## src/design/dsdi_cfg.svh

```systemverilog
// Register map, field positions and reset values of the descriptor DMA status block
`ifndef DSDI_CFG_SVH
`define DSDI_CFG_SVH

// ********************************
// Register addresses (word index)
// ********************************
`define DSDI_ADDR_W 10
`define DSDI_PTR_CH0 10'h003
`define DSDI_PTR_CH1 10'h007
`define DSDI_PTR_CH2 10'h00B
`define DSDI_PTR_CH3 10'h00F
`define DSDI_STAT_CH0 10'h020
`define DSDI_STAT_CH1 10'h021
`define DSDI_STAT_CH2 10'h022
`define DSDI_STAT_CH3 10'h023
`define DSDI_IRQ_REG 10'h02F

// ********************************
// Status fields
// ********************************
`define DSDI_ST_ERR 0
`define DSDI_ST_IOE 1
`define DSDI_ST_HOE 2
`define DSDI_ST_DONE 3
`define DSDI_ST_SOP 4
`define DSDI_ST_EOP 5
`define DSDI_ST_BUSY 6
`define DSDI_ST_W 7

// ********************************
// Interrupt register fields
// ********************************
`define DSDI_IRQ_EN 0
`define DSDI_IRQ_RX1 28
`define DSDI_IRQ_TX1 29
`define DSDI_IRQ_RX0 30
`define DSDI_IRQ_TX0 31

`define DSDI_ALIGN_MASK 32'h00000007
`define DSDI_NULL_PTR 32'h00000000
`define DSDI_RST_IRQ_EN 1'b0
`define DSDI_RST_FLAGS 4'h0

`endif

```

## src/design/dsdi_pkg.sv

```systemverilog
// Types shared by the descriptor DMA status block
package dsdi_pkg;
  typedef enum logic [1:0] {
    CH_IDLE,
    CH_FETCH,
    CH_XFER,
    CH_WBACK
  } dsdi_state_t;
  typedef logic [6:0] dsdi_status_t;
endpackage

```

## src/design/dsdi_top.sv

```systemverilog
// Four-channel descriptor tracking, status and shared interrupt logic
`timescale 1ns/100ps
`include "dsdi_cfg.svh"
module dsdi_top #(
  parameter int NCH = 4
) (
  input wire logic clk,
  input wire logic rstn,
  input wire logic [9:0] dcr_addr,
  input wire logic [31:0] dcr_wdata,
  input wire logic dcr_write,
  input wire logic dcr_read,
  output logic dcr_ack,
  output logic [31:0] dcr_rdata,
  output logic [NCH-1:0] fetch_req,
  output logic [NCH-1:0][31:0] desc_ptr,
  input wire logic [NCH-1:0] fetch_done,
  input wire logic [NCH-1:0][31:0] fetch_status,
  input wire logic [NCH-1:0][31:0] fetch_next_ptr,
  input wire logic [NCH-1:0] fetch_buf_ok,
  output logic [NCH-1:0] xfer_run,
  input wire logic [NCH-1:0] len_zero,
  input wire logic [NCH-1:0] client_sop,
  input wire logic [NCH-1:0] client_eop,
  output logic [NCH-1:0] wb_req,
  output logic [NCH-1:0][31:0] wb_status,
  input wire logic [NCH-1:0] wb_done,
  output logic [NCH-1:0] chan_busy,
  output logic irq
);
  import dsdi_pkg::*;

  // ********************************
  // Decode helpers
  // ********************************
  function automatic logic is_ptr_addr(input logic [9:0] a, input int c);
    logic [9:0] base;
    base = 10'(c * 4);
    return a == (base + `DSDI_PTR_CH0);
  endfunction

  function automatic logic is_stat_addr(input logic [9:0] a, input int c);
    return a == (`DSDI_STAT_CH0 + 10'(c));
  endfunction

  function automatic logic misaligned(input logic [31:0] p);
    return (p & `DSDI_ALIGN_MASK) != 32'h00000000;
  endfunction

  // Channel c owns bit 31-c: tx0, rx0, tx1, rx1
  function automatic int irq_bit(input int c);
    return `DSDI_IRQ_TX0 - c;
  endfunction

  function automatic logic is_irq_addr(input logic [9:0] a);
    return a == `DSDI_IRQ_REG;
  endfunction

  // ********************************
  // Bus handshake
  // ********************************
  // Request is held by the master until ack; act once, on the cycle ack rises
  logic wr_go;
  logic rd_go;
  assign wr_go = dcr_write & ~dcr_ack;
  assign rd_go = dcr_read & ~dcr_ack;

  always_ff @(posedge clk or negedge rstn)
  begin
    if (!rstn)
    begin
      dcr_ack <= 1'b0;
    end
    else
    begin
      dcr_ack <= wr_go | rd_go;
    end
  end

  // ********************************
  // Channel engines
  // ********************************
  dsdi_state_t state [NCH];
  dsdi_status_t status [NCH];
  logic [NCH-1:0][31:0] next_ptr;
  logic [NCH-1:0] irq_pulse;

  genvar c;
  generate
    for (c = 0; c < NCH; c++)
    begin : g_ch
      // Odd channels receive, even channels transmit
      localparam logic IS_RX = (c % 2) == 1;
      logic ptr_wr;
      assign ptr_wr = wr_go & is_ptr_addr(dcr_addr, c);

      always_ff @(posedge clk or negedge rstn)
      begin
        if (!rstn)
        begin
          state[c] <= CH_IDLE;
          status[c] <= 7'h00;
          desc_ptr[c] <= 32'h00000000;
          next_ptr[c] <= 32'h00000000;
          fetch_req[c] <= 1'b0;
          xfer_run[c] <= 1'b0;
          wb_req[c] <= 1'b0;
          wb_status[c] <= 32'h00000000;
          chan_busy[c] <= 1'b0;
          irq_pulse[c] <= 1'b0;
        end
        else
        begin
          irq_pulse[c] <= 1'b0;
          if (ptr_wr && state[c] != CH_IDLE)
          begin
            // Abort: the data path must drop whatever it was doing
            status[c][`DSDI_ST_ERR] <= 1'b1;
            status[c][`DSDI_ST_BUSY] <= 1'b0;
            state[c] <= CH_IDLE;
            fetch_req[c] <= 1'b0;
            xfer_run[c] <= 1'b0;
            wb_req[c] <= 1'b0;
            chan_busy[c] <= 1'b0;
            irq_pulse[c] <= 1'b1;
          end
          else
          begin
            case (state[c])
              CH_IDLE:
              begin
                if (ptr_wr)
                begin
                  desc_ptr[c] <= dcr_wdata;
                  // A bad start pointer never leaves idle, so nothing is fetched from it
                  if (misaligned(dcr_wdata))
                  begin
                    status[c][`DSDI_ST_ERR] <= 1'b1;
                    irq_pulse[c] <= 1'b1;
                  end
                  else
                  begin
                    status[c][`DSDI_ST_ERR] <= 1'b0;
                    status[c][`DSDI_ST_BUSY] <= 1'b1;
                    chan_busy[c] <= 1'b1;
                    fetch_req[c] <= 1'b1;
                    state[c] <= CH_FETCH;
                  end
                end
              end
              CH_FETCH:
              begin
                if (fetch_done[c])
                begin
                  fetch_req[c] <= 1'b0;
                  // Kept until write-back ends; software cannot see it
                  next_ptr[c] <= fetch_next_ptr[c];
                  status[c][`DSDI_ST_IOE] <= fetch_status[c][`DSDI_ST_IOE];
                  status[c][`DSDI_ST_HOE] <= fetch_status[c][`DSDI_ST_HOE];
                  // Receive channels learn packet edges from the client instead
                  status[c][`DSDI_ST_SOP] <= IS_RX ? 1'b0 : fetch_status[c][`DSDI_ST_SOP];
                  status[c][`DSDI_ST_EOP] <= IS_RX ? 1'b0 : fetch_status[c][`DSDI_ST_EOP];
                  wb_status[c] <= fetch_status[c];
                  if (fetch_status[c][`DSDI_ST_DONE] || !fetch_buf_ok[c]
                      || misaligned(fetch_next_ptr[c]))
                  begin
                    // Error is recorded in the descriptor before halting
                    status[c][`DSDI_ST_ERR] <= 1'b1;
                    wb_status[c][`DSDI_ST_ERR] <= 1'b1;
                    wb_req[c] <= 1'b1;
                    state[c] <= CH_WBACK;
                  end
                  else
                  begin
                    xfer_run[c] <= 1'b1;
                    state[c] <= CH_XFER;
                  end
                end
              end
              CH_XFER:
              begin
                if (IS_RX && client_sop[c])
                begin
                  status[c][`DSDI_ST_SOP] <= 1'b1;
                  wb_status[c][`DSDI_ST_SOP] <= 1'b1;
                end
                if (len_zero[c] || (IS_RX && client_eop[c]))
                begin
                  status[c][`DSDI_ST_DONE] <= 1'b1;
                  wb_status[c][`DSDI_ST_DONE] <= 1'b1;
                  if (IS_RX && client_eop[c])
                  begin
                    status[c][`DSDI_ST_EOP] <= 1'b1;
                    wb_status[c][`DSDI_ST_EOP] <= 1'b1;
                  end
                  xfer_run[c] <= 1'b0;
                  wb_req[c] <= 1'b1;
                  state[c] <= CH_WBACK;
                end
              end
              CH_WBACK:
              begin
                if (wb_done[c])
                begin
                  wb_req[c] <= 1'b0;
                  if (status[c][`DSDI_ST_ERR])
                  begin
                    irq_pulse[c] <= 1'b1;
                  end
                  else
                  begin
                    irq_pulse[c] <= status[c][`DSDI_ST_IOE];
                  end
                  // Error and halt win over a valid next pointer
                  if (status[c][`DSDI_ST_ERR] || status[c][`DSDI_ST_HOE]
                      || next_ptr[c] == `DSDI_NULL_PTR)
                  begin
                    status[c][`DSDI_ST_BUSY] <= 1'b0;
                    chan_busy[c] <= 1'b0;
                    state[c] <= CH_IDLE;
                  end
                  else
                  begin
                    desc_ptr[c] <= next_ptr[c];
                    fetch_req[c] <= 1'b1;
                    state[c] <= CH_FETCH;
                  end
                end
              end
              default:
              begin
                state[c] <= CH_IDLE;
              end
            endcase
          end
        end
      end
    end
  endgenerate

  // ********************************
  // Shared interrupt register
  // ********************************
  logic irq_en;
  logic [NCH-1:0] irq_flag;
  logic [NCH-1:0] irq_ack;
  logic irq_wr;
  assign irq_wr = wr_go & is_irq_addr(dcr_addr);

  generate
    for (c = 0; c < NCH; c++)
    begin : g_ack
      assign irq_ack[c] = irq_wr & dcr_wdata[irq_bit(c)];
    end
  endgenerate

  always_ff @(posedge clk or negedge rstn)
  begin
    if (!rstn)
    begin
      irq_en <= `DSDI_RST_IRQ_EN;
    end
    else
    begin
      if (irq_wr)
      begin
        irq_en <= dcr_wdata[`DSDI_IRQ_EN];
      end
    end
  end

  always_ff @(posedge clk or negedge rstn)
  begin
    if (!rstn)
    begin
      irq_flag <= `DSDI_RST_FLAGS;
    end
    else
    begin
      // A new request in the acknowledge cycle survives
      irq_flag <= (irq_flag & ~irq_ack) | irq_pulse;
    end
  end

  // ********************************
  // Interrupt output
  // ********************************
  // Built from the flag's next value so the pin rises with the flag, not a cycle later
  always_ff @(posedge clk or negedge rstn)
  begin
    if (!rstn)
    begin
      irq <= 1'b0;
    end
    else
    begin
      irq <= irq_en & (|((irq_flag & ~irq_ack) | irq_pulse));
    end
  end

  // ********************************
  // Read data
  // ********************************
  logic [31:0] rd_mux;
  always_comb
  begin
    rd_mux = 32'h00000000;
    for (int i = 0; i < NCH; i++)
    begin
      if (is_ptr_addr(dcr_addr, i))
      begin
        rd_mux = desc_ptr[i];
      end
      if (is_stat_addr(dcr_addr, i))
      begin
        rd_mux = {25'h0, status[i]};
      end
    end
    if (is_irq_addr(dcr_addr))
    begin
      // Flags visible whatever the enable and channel activity
      for (int i = 0; i < NCH; i++)
      begin
        rd_mux[irq_bit(i)] = irq_flag[i];
      end
      rd_mux[`DSDI_IRQ_EN] = irq_en;
    end
  end

  always_ff @(posedge clk or negedge rstn)
  begin
    if (!rstn)
    begin
      dcr_rdata <= 32'h00000000;
    end
    else
    begin
      // Zero outside the ack cycle so a stale word never reaches the bus
      dcr_rdata <= rd_go ? rd_mux : 32'h00000000;
    end
  end
endmodule // dsdi_top

```

## config.mk

```make
export PLATFORM = sky130hd
export DESIGN_NAME = dsdi_top
export DESIGN_NICKNAME = d
export VERILOG_FILES = /design/src/design/dsdi_pkg.sv /design/src/design/dsdi_top.sv
export VERILOG_INCLUDE_DIRS = /design/src /design/src/design
export SDC_FILE = /design/constraint.sdc
export NUM_CORES = 1
export LEC_CHECK = 0
export ABC_AREA = 1
export BUFFER_PORTS_ARGS = -buffer_cell sky130_fd_sc_hd__buf_4
export CORE_AREA = 3 3 247 249
export CTS_CLUSTER_DIAMETER = 50
export CTS_CLUSTER_SIZE = 10
export DETAILED_ROUTE_END_ITERATION = 7
export DIE_AREA = 0 0 250 252
export SYNTH_ARGS = -nofsm -noshare
export SYNTH_HDL_FRONTEND = slang
export SYNTH_SLANG_ARGS = --single-unit
```

## constraint.sdc

```tcl
create_clock -name clk -period 2.5 [get_ports clk]
set_clock_uncertainty 0.05 [all_clocks]
set_input_delay 0 -clock clk [delete_from_list [all_inputs] [get_ports clk]]
set_output_delay 0 -clock clk [all_outputs]
set_load 0.03 [all_outputs]
```

**Yosys cells after proc, flatten, opt, wreduce, memory -nomap -nowiden**

Index checks and enable logic that the tools add are counted.

- Register bits after elaboration: 475
- Input bits: 326
- Output and inout port bits: 306
- Word-level logic and storage cells: 487

- Equal/unequal tests: 81
- Mux-type cells: 204
- Bitwise operators: 21
- Reductions and logical operators: 116

Operators with widths:

| operator | number |
|---|---|
| $mux 32 | 21 |
| $pmux 32 s2 | 4 |
| $reduce_bool 32->1 | 5 |
| $logic_not 32->1 | 4 |
| $mux 1 | 117 |
| $ne 3x3->1 const B | 36 |
| $reduce_and 5->1 | 18 |
| $reduce_and 4->1 | 14 |
| $eq 10x6->1 const B | 5 |
| $ne 2x2->1 const B | 24 |
| $mux 2 | 23 |
| $pmux 1 s2 | 18 |
| $reduce_bool 3->1 | 12 |
| $pmux 2 s4 | 4 |
| $reduce_bool 4->1 | 8 |
| $pmux 1 s3 | 8 |
| $reduce_and 3->1 | 8 |
| $reduce_and 6->1 | 4 |
| $reduce_bool 2->1 | 12 |
| $eq 10x4->1 const B | 2 |
| $logic_or 1x1->1 | 18 |
| $eq 2x2->1 const B | 8 |
| $and 1x1->1 | 12 |
| $mux 4 | 3 |
| 15 further kinds | 34 |

**Logic depth before layout (Yosys ltp)**

- Depth after elaboration: 11
- Gate-level depth with buffers: 13
- Mapped depth without buffers: 13

**Worst setup path before layout**

No wires, ideal clock.

- Path kind: register -> register
- Start point: register dcr_ack
- End point: register desc_ptr[92] (netlist name)
- Library setup time: 0.126 ns
- Arrival: 1.841 ns
- Required time: 2.324 ns
- Slack: 0.483 ns
- Cell stages (with the launch flop): 8
- Path buffers: 1
- Clock period less this slack: 2.017 ns
- Path through: dfrtp_1 nor2_2 nand3_1 nand2_1 nand3_1 a21oi_4 buf_2 o21ai_0

- Word-level cells in the longest chain between the ends: 6
- Elaborated cells between the ends (all ways): 7
- Those cells by class: eq/ne (1); bitwise (4); reduce/logical (2)

RTL lines:

| what | line | source |
|---|---|---|
| start, declared | dsdi_top.sv:13 | `output logic dcr_ack,` |
| start signal, assigned | dsdi_top.sv:76 | `dcr_ack <= wr_go \| rd_go;` |
| $not 1->1 (*) | dsdi_top.sv:65 | `assign wr_go = dcr_write & ~dcr_ack;` |
| $and 1x1->1 (*) | dsdi_top.sv:65 |  |
| $and 1x1->1 (*) | dsdi_top.sv:95 | `assign ptr_wr = wr_go & is_ptr_addr(dcr_addr, c);` |
| parallel branches: the longest is 2 deep, another holds $ne 2x2->1 | -- |  |
| $reduce_and 5->1 (no source line) (*) | -- |  |
| end signal, assigned by index | dsdi_top.sv:134 | `desc_ptr[c] <= dcr_wdata;` |
| end signal, assigned by index | dsdi_top.sv:224 | `desc_ptr[c] <= next_ptr[c];` |
| end, declared | dsdi_top.sv:16 | `output logic [NCH-1:0][31:0] desc_ptr,` |

Every way passes the cells marked *.
A chain may end at the register's enable or synchronous reset.

**Worst setup path after layout**

- Start point: register state[6] (netlist name)
- End point: register wb_status[21] (netlist name)

- Word-level cells in the longest chain between the ends: 4
- Elaborated cells between the ends (all ways): 5
- Those cells by class: eq/ne (1); bitwise (1); reduce/logical (3)

RTL lines:

| what | line | source |
|---|---|---|
| start, declared | dsdi_top.sv:83 | `dsdi_state_t state [NCH];` |
| start signal, assigned by index | dsdi_top.sv:101 | `state[c] <= CH_IDLE;` |
| start signal, assigned by index | dsdi_top.sv:120 | `state[c] <= CH_IDLE;` |
| start signal, assigned by index | dsdi_top.sv:147 | `state[c] <= CH_FETCH;` |
| $reduce_bool 2->1 | dsdi_top.sv:115 | `if (ptr_wr && state[c] != CH_IDLE)` |
| $logic_and 1x1->1 | dsdi_top.sv:115 |  |
| $not 1->1 (no source line) | -- |  |
| $reduce_and 3->1 (no source line) (*) | -- |  |
| end signal, assigned by index | dsdi_top.sv:163 | `wb_status[c] <= fetch_status[c];` |
| end, declared | dsdi_top.sv:26 | `output logic [NCH-1:0][31:0] wb_status,` |

Mark *: on every way between the ends. The rest lies on a longest branch, timed or not.

==> out/metrics.csv <==
metric,value,unit
hold_ws,0.0494,ns
clockBufferDepth,3,
hold_viol_final,0,
ys_seq_area_frac,0.530,
die_h,252,um
post-route-min-period,2.38,ns
initial_core_util,0.371,
slew_headroom,0.534,
p_sw,20.2,mW
synth_nets,3163,
n_fill_cell,5372,
status,"finished, final reports clean",
synthXorXnorAreaFrac,0,
cts.root.buffer_cell,clkbuf_16,
p_int,24.0,mW
tightest_slew,0.696,ns
synthesis.area,21800,um^2
vias,22715,
p_leak,17.3,nW
synthMuxAreaShare,0,
fin_crit_sh,0.950,
drc,0,
critPathArrivalTime,2.84,ns
grt_use_total,0.291,
cp_max_fo,20,
synth_seq_cells,463,
cp_data_required_time,2.97,ns
htree_levels,3,
p_total,44.2,mW
holdCritPathClass,in -> reg,
ant_nets,0,
pwr-share-seq,0.313,
clkLatencyLatePin,0.59,ns
ys_warn_count,0,
dp_hpwl,68.5,mm
syn2layout_area_growth,54.9,%
clock.fmax,0.421,GHz
cts_tree,done,
switching_share,0.457,
final_nets,4196,
cap_violations,0,
synth_area_per_cell,7.75,um^2
dp_slack,0.235,ns
cts_buffers,67,
gp_congestion,0.931,
synthAdderAreaFrac,0.0109,
grt_pass1_vias,22830,
drive_gt1_frac,0.228,
critPathKind,reg -> reg,
yosys.area_share.simple,0.284,
coreArea,58900,um^2
start_kind,flop,
grt_max_degree,72,
syn-instance-count,2818,
yosysUniqueCellTypes,45,
end_kind,flop,
setup_violations,0,
synth_compound_area_frac,0.110,
die-area,63000,um^2
grt_pass1_wl,140,mm
synth_top_family_by_area,simple AND/OR/NAND/NOR gates,
wl_per_cell,20.3,um
rows,89,
die_x,250,um
dr.pass1.iters,6,
ir_worst_vdd,0.838,mV
instances_no_fill,4669,
cts.clk_slew.worst_paths,0.05,ns
slew_violations,0,
io_buffers,627,
vias_per_cell,4.87,
wl,94.7,mm
power_frac_comb,0.481,
pin_count,632,
fin_ws,0.125,ns
cts.sinks,463,
p_clk_frac,0.207,
drt_iter0_drc,1652,
p_per_area,1310,nW/um^2
globalRoute.totalOverflow,0,
antenna_found_initial,12,
placedCellCount,4151,
final.setup.tns,0,ns
==> cells by family after synthesis <==
group,count (synthesis)
flip-flops,463
adder cells (fa/ha/maj),19
AO/OA/AOI/OAI,426
buffers and inverters,334
AND/OR/NAND/NOR,1576
==> final cells by class <==
cell class                      instances  area, um^2  area share
Timing Repair Buffer                 1103        9540       0.282
Inverter                              194         728      0.0215
Clock inverter                         19         189     0.00558
Sequential cell                       463       11600       0.342
Multi-Input combinational cell       2022        8900       0.263
Antenna cell                            6        15.0    0.000444
Tap cell                              773         967      0.0286
Clock buffer                           89        1920      0.0569
==> state kept, by name (all words and copies together), names as in the netlist, 8 cells and up <==
register / cells
desc_ptr: 128
next_ptr: 128
wb_status: 128
dcr_rdata: 32
status: 16
state: 8
==> repair_timing <==
| action | in CTS | in global routing |
|---|---|---|
| endpoints found under the hold margin | 893 | 0 |
| setup buffers | 0 | 11 |
| setup endpoints to repair | 0 | 62 |
| gates resized for setup | 0 | 9 |
| hold buffers | 391 | 0 |
==> worst max-delay path, stage by stage, from the launching register on <==
cell and delay [ns]:
dfrtp_1 0.41, inv_1 0.12, ha_2 0.22, inv_2 0.08
nand4_4 0.14, nand2_1 0.11, nor2_4 0.21, buf_12 0.20
nand2_1 0.08, dlygate4sd3_1 0.58, nand2_1 0.08
==> synth_stat cells, drive strengths merged <==
library cell / number / area (um^2)
o22ai: 9 / 56.3
clkbuf: 69 / 259
a2bb2oi: 2 / 17.5
ha: 19 / 238
inv: 193 / 724
dfrtp: 463 / 11600
o21a: 2 / 15.0
o21ai: 333 / 1790
a31oi: 4 / 25.0
o211ai: 1 / 7.51
nand3: 69 / 368
nor3: 6 / 46.3
a211oi: 1 / 7.51
nand2: 1331 / 5010
or2: 1 / 6.26
a31o: 2 / 17.5
and3: 2 / 17.5
nand4: 16 / 121
buf: 71 / 447
a21o: 1 / 7.51
a21boi: 1 / 7.51
clkinv: 1 / 3.75
a41oi: 21 / 184
and2: 2 / 12.5
nor2: 142 / 561
a21oi: 49 / 257
nand3b: 7 / 52.6
==> placed cells by master (no fill, tap or decap), types with 11 or more instances in the layout <==
cell type and count:
o21ai_2 33, dlygate4sd3_1 390, inv_2 11, nor2_1 134
clkbuf_16 72, ha_1 15, a21oi_1 48, o21ai_0 291
nand3_1 65, inv_1 182, buf_12 19, nand2_1 1327
dfrtp_1 463, nand4_1 14, a41oi_1 21, buf_4 691
==> layer usage <==
metal	track usage	share of wire	vias to the layer above
li1	-	-	10931
met1	0.376	0.42	10672
met2	0.473	0.46	940
met3	0.0804	0.088	164
met4	0.0976	0.032	8
met5	0	0.00051	-
==> power groups by stage <==
stage | sequential, mW | clock [mW] | combinational, mW
floorplan | 16.7 | 0 | 9.08
global placement | 13.8 | 0 | 20.0
detailed placement | 13.8 | 0 | 20.2
CTS | 13.7 | 9.30 | 21.1
global route | 14.2 | 9.59 | 23.2
finish | 13.8 | 9.13 | 21.2
==> through the flow <==
step / area [um^2] / utilization
after detailed placement: 27600 / 0.469
after floorplan: 21800 / -
after global placement: 27600 / 0.469
after global routing: 33800 / 0.575
final: 33800 / 0.575
after CTS: 33700 / 0.572
==> worst paths after layout <==
kind | start | to | slack, ns | cells after the start
worst max-delay path | state[6]$_DFFE_PN0P_ | wb_status[21]$_DFFE_PN0P_ | 0.12 | 10
worst min-delay path | dcr_addr[8] | dcr_rdata[0]$_DFF_PN0_ | 0.05 | 8
worst max register to register | state[6]$_DFFE_PN0P_ | wb_status[21]$_DFFE_PN0P_ | 0.12 | 10
worst min register to register | status[3]$_DFFE_PN0P_ | status[3]$_DFFE_PN0P_ | 0.41 | 1
max in group asynchronous | rstn | desc_ptr[67]$_DFFE_PN0P_ | 1.83 | 3
min in group asynchronous | rstn | wb_status[46]$_DFFE_PN0P_ | 0.09 | 3
Note: power is estimated with default switching activity, not from simulation.
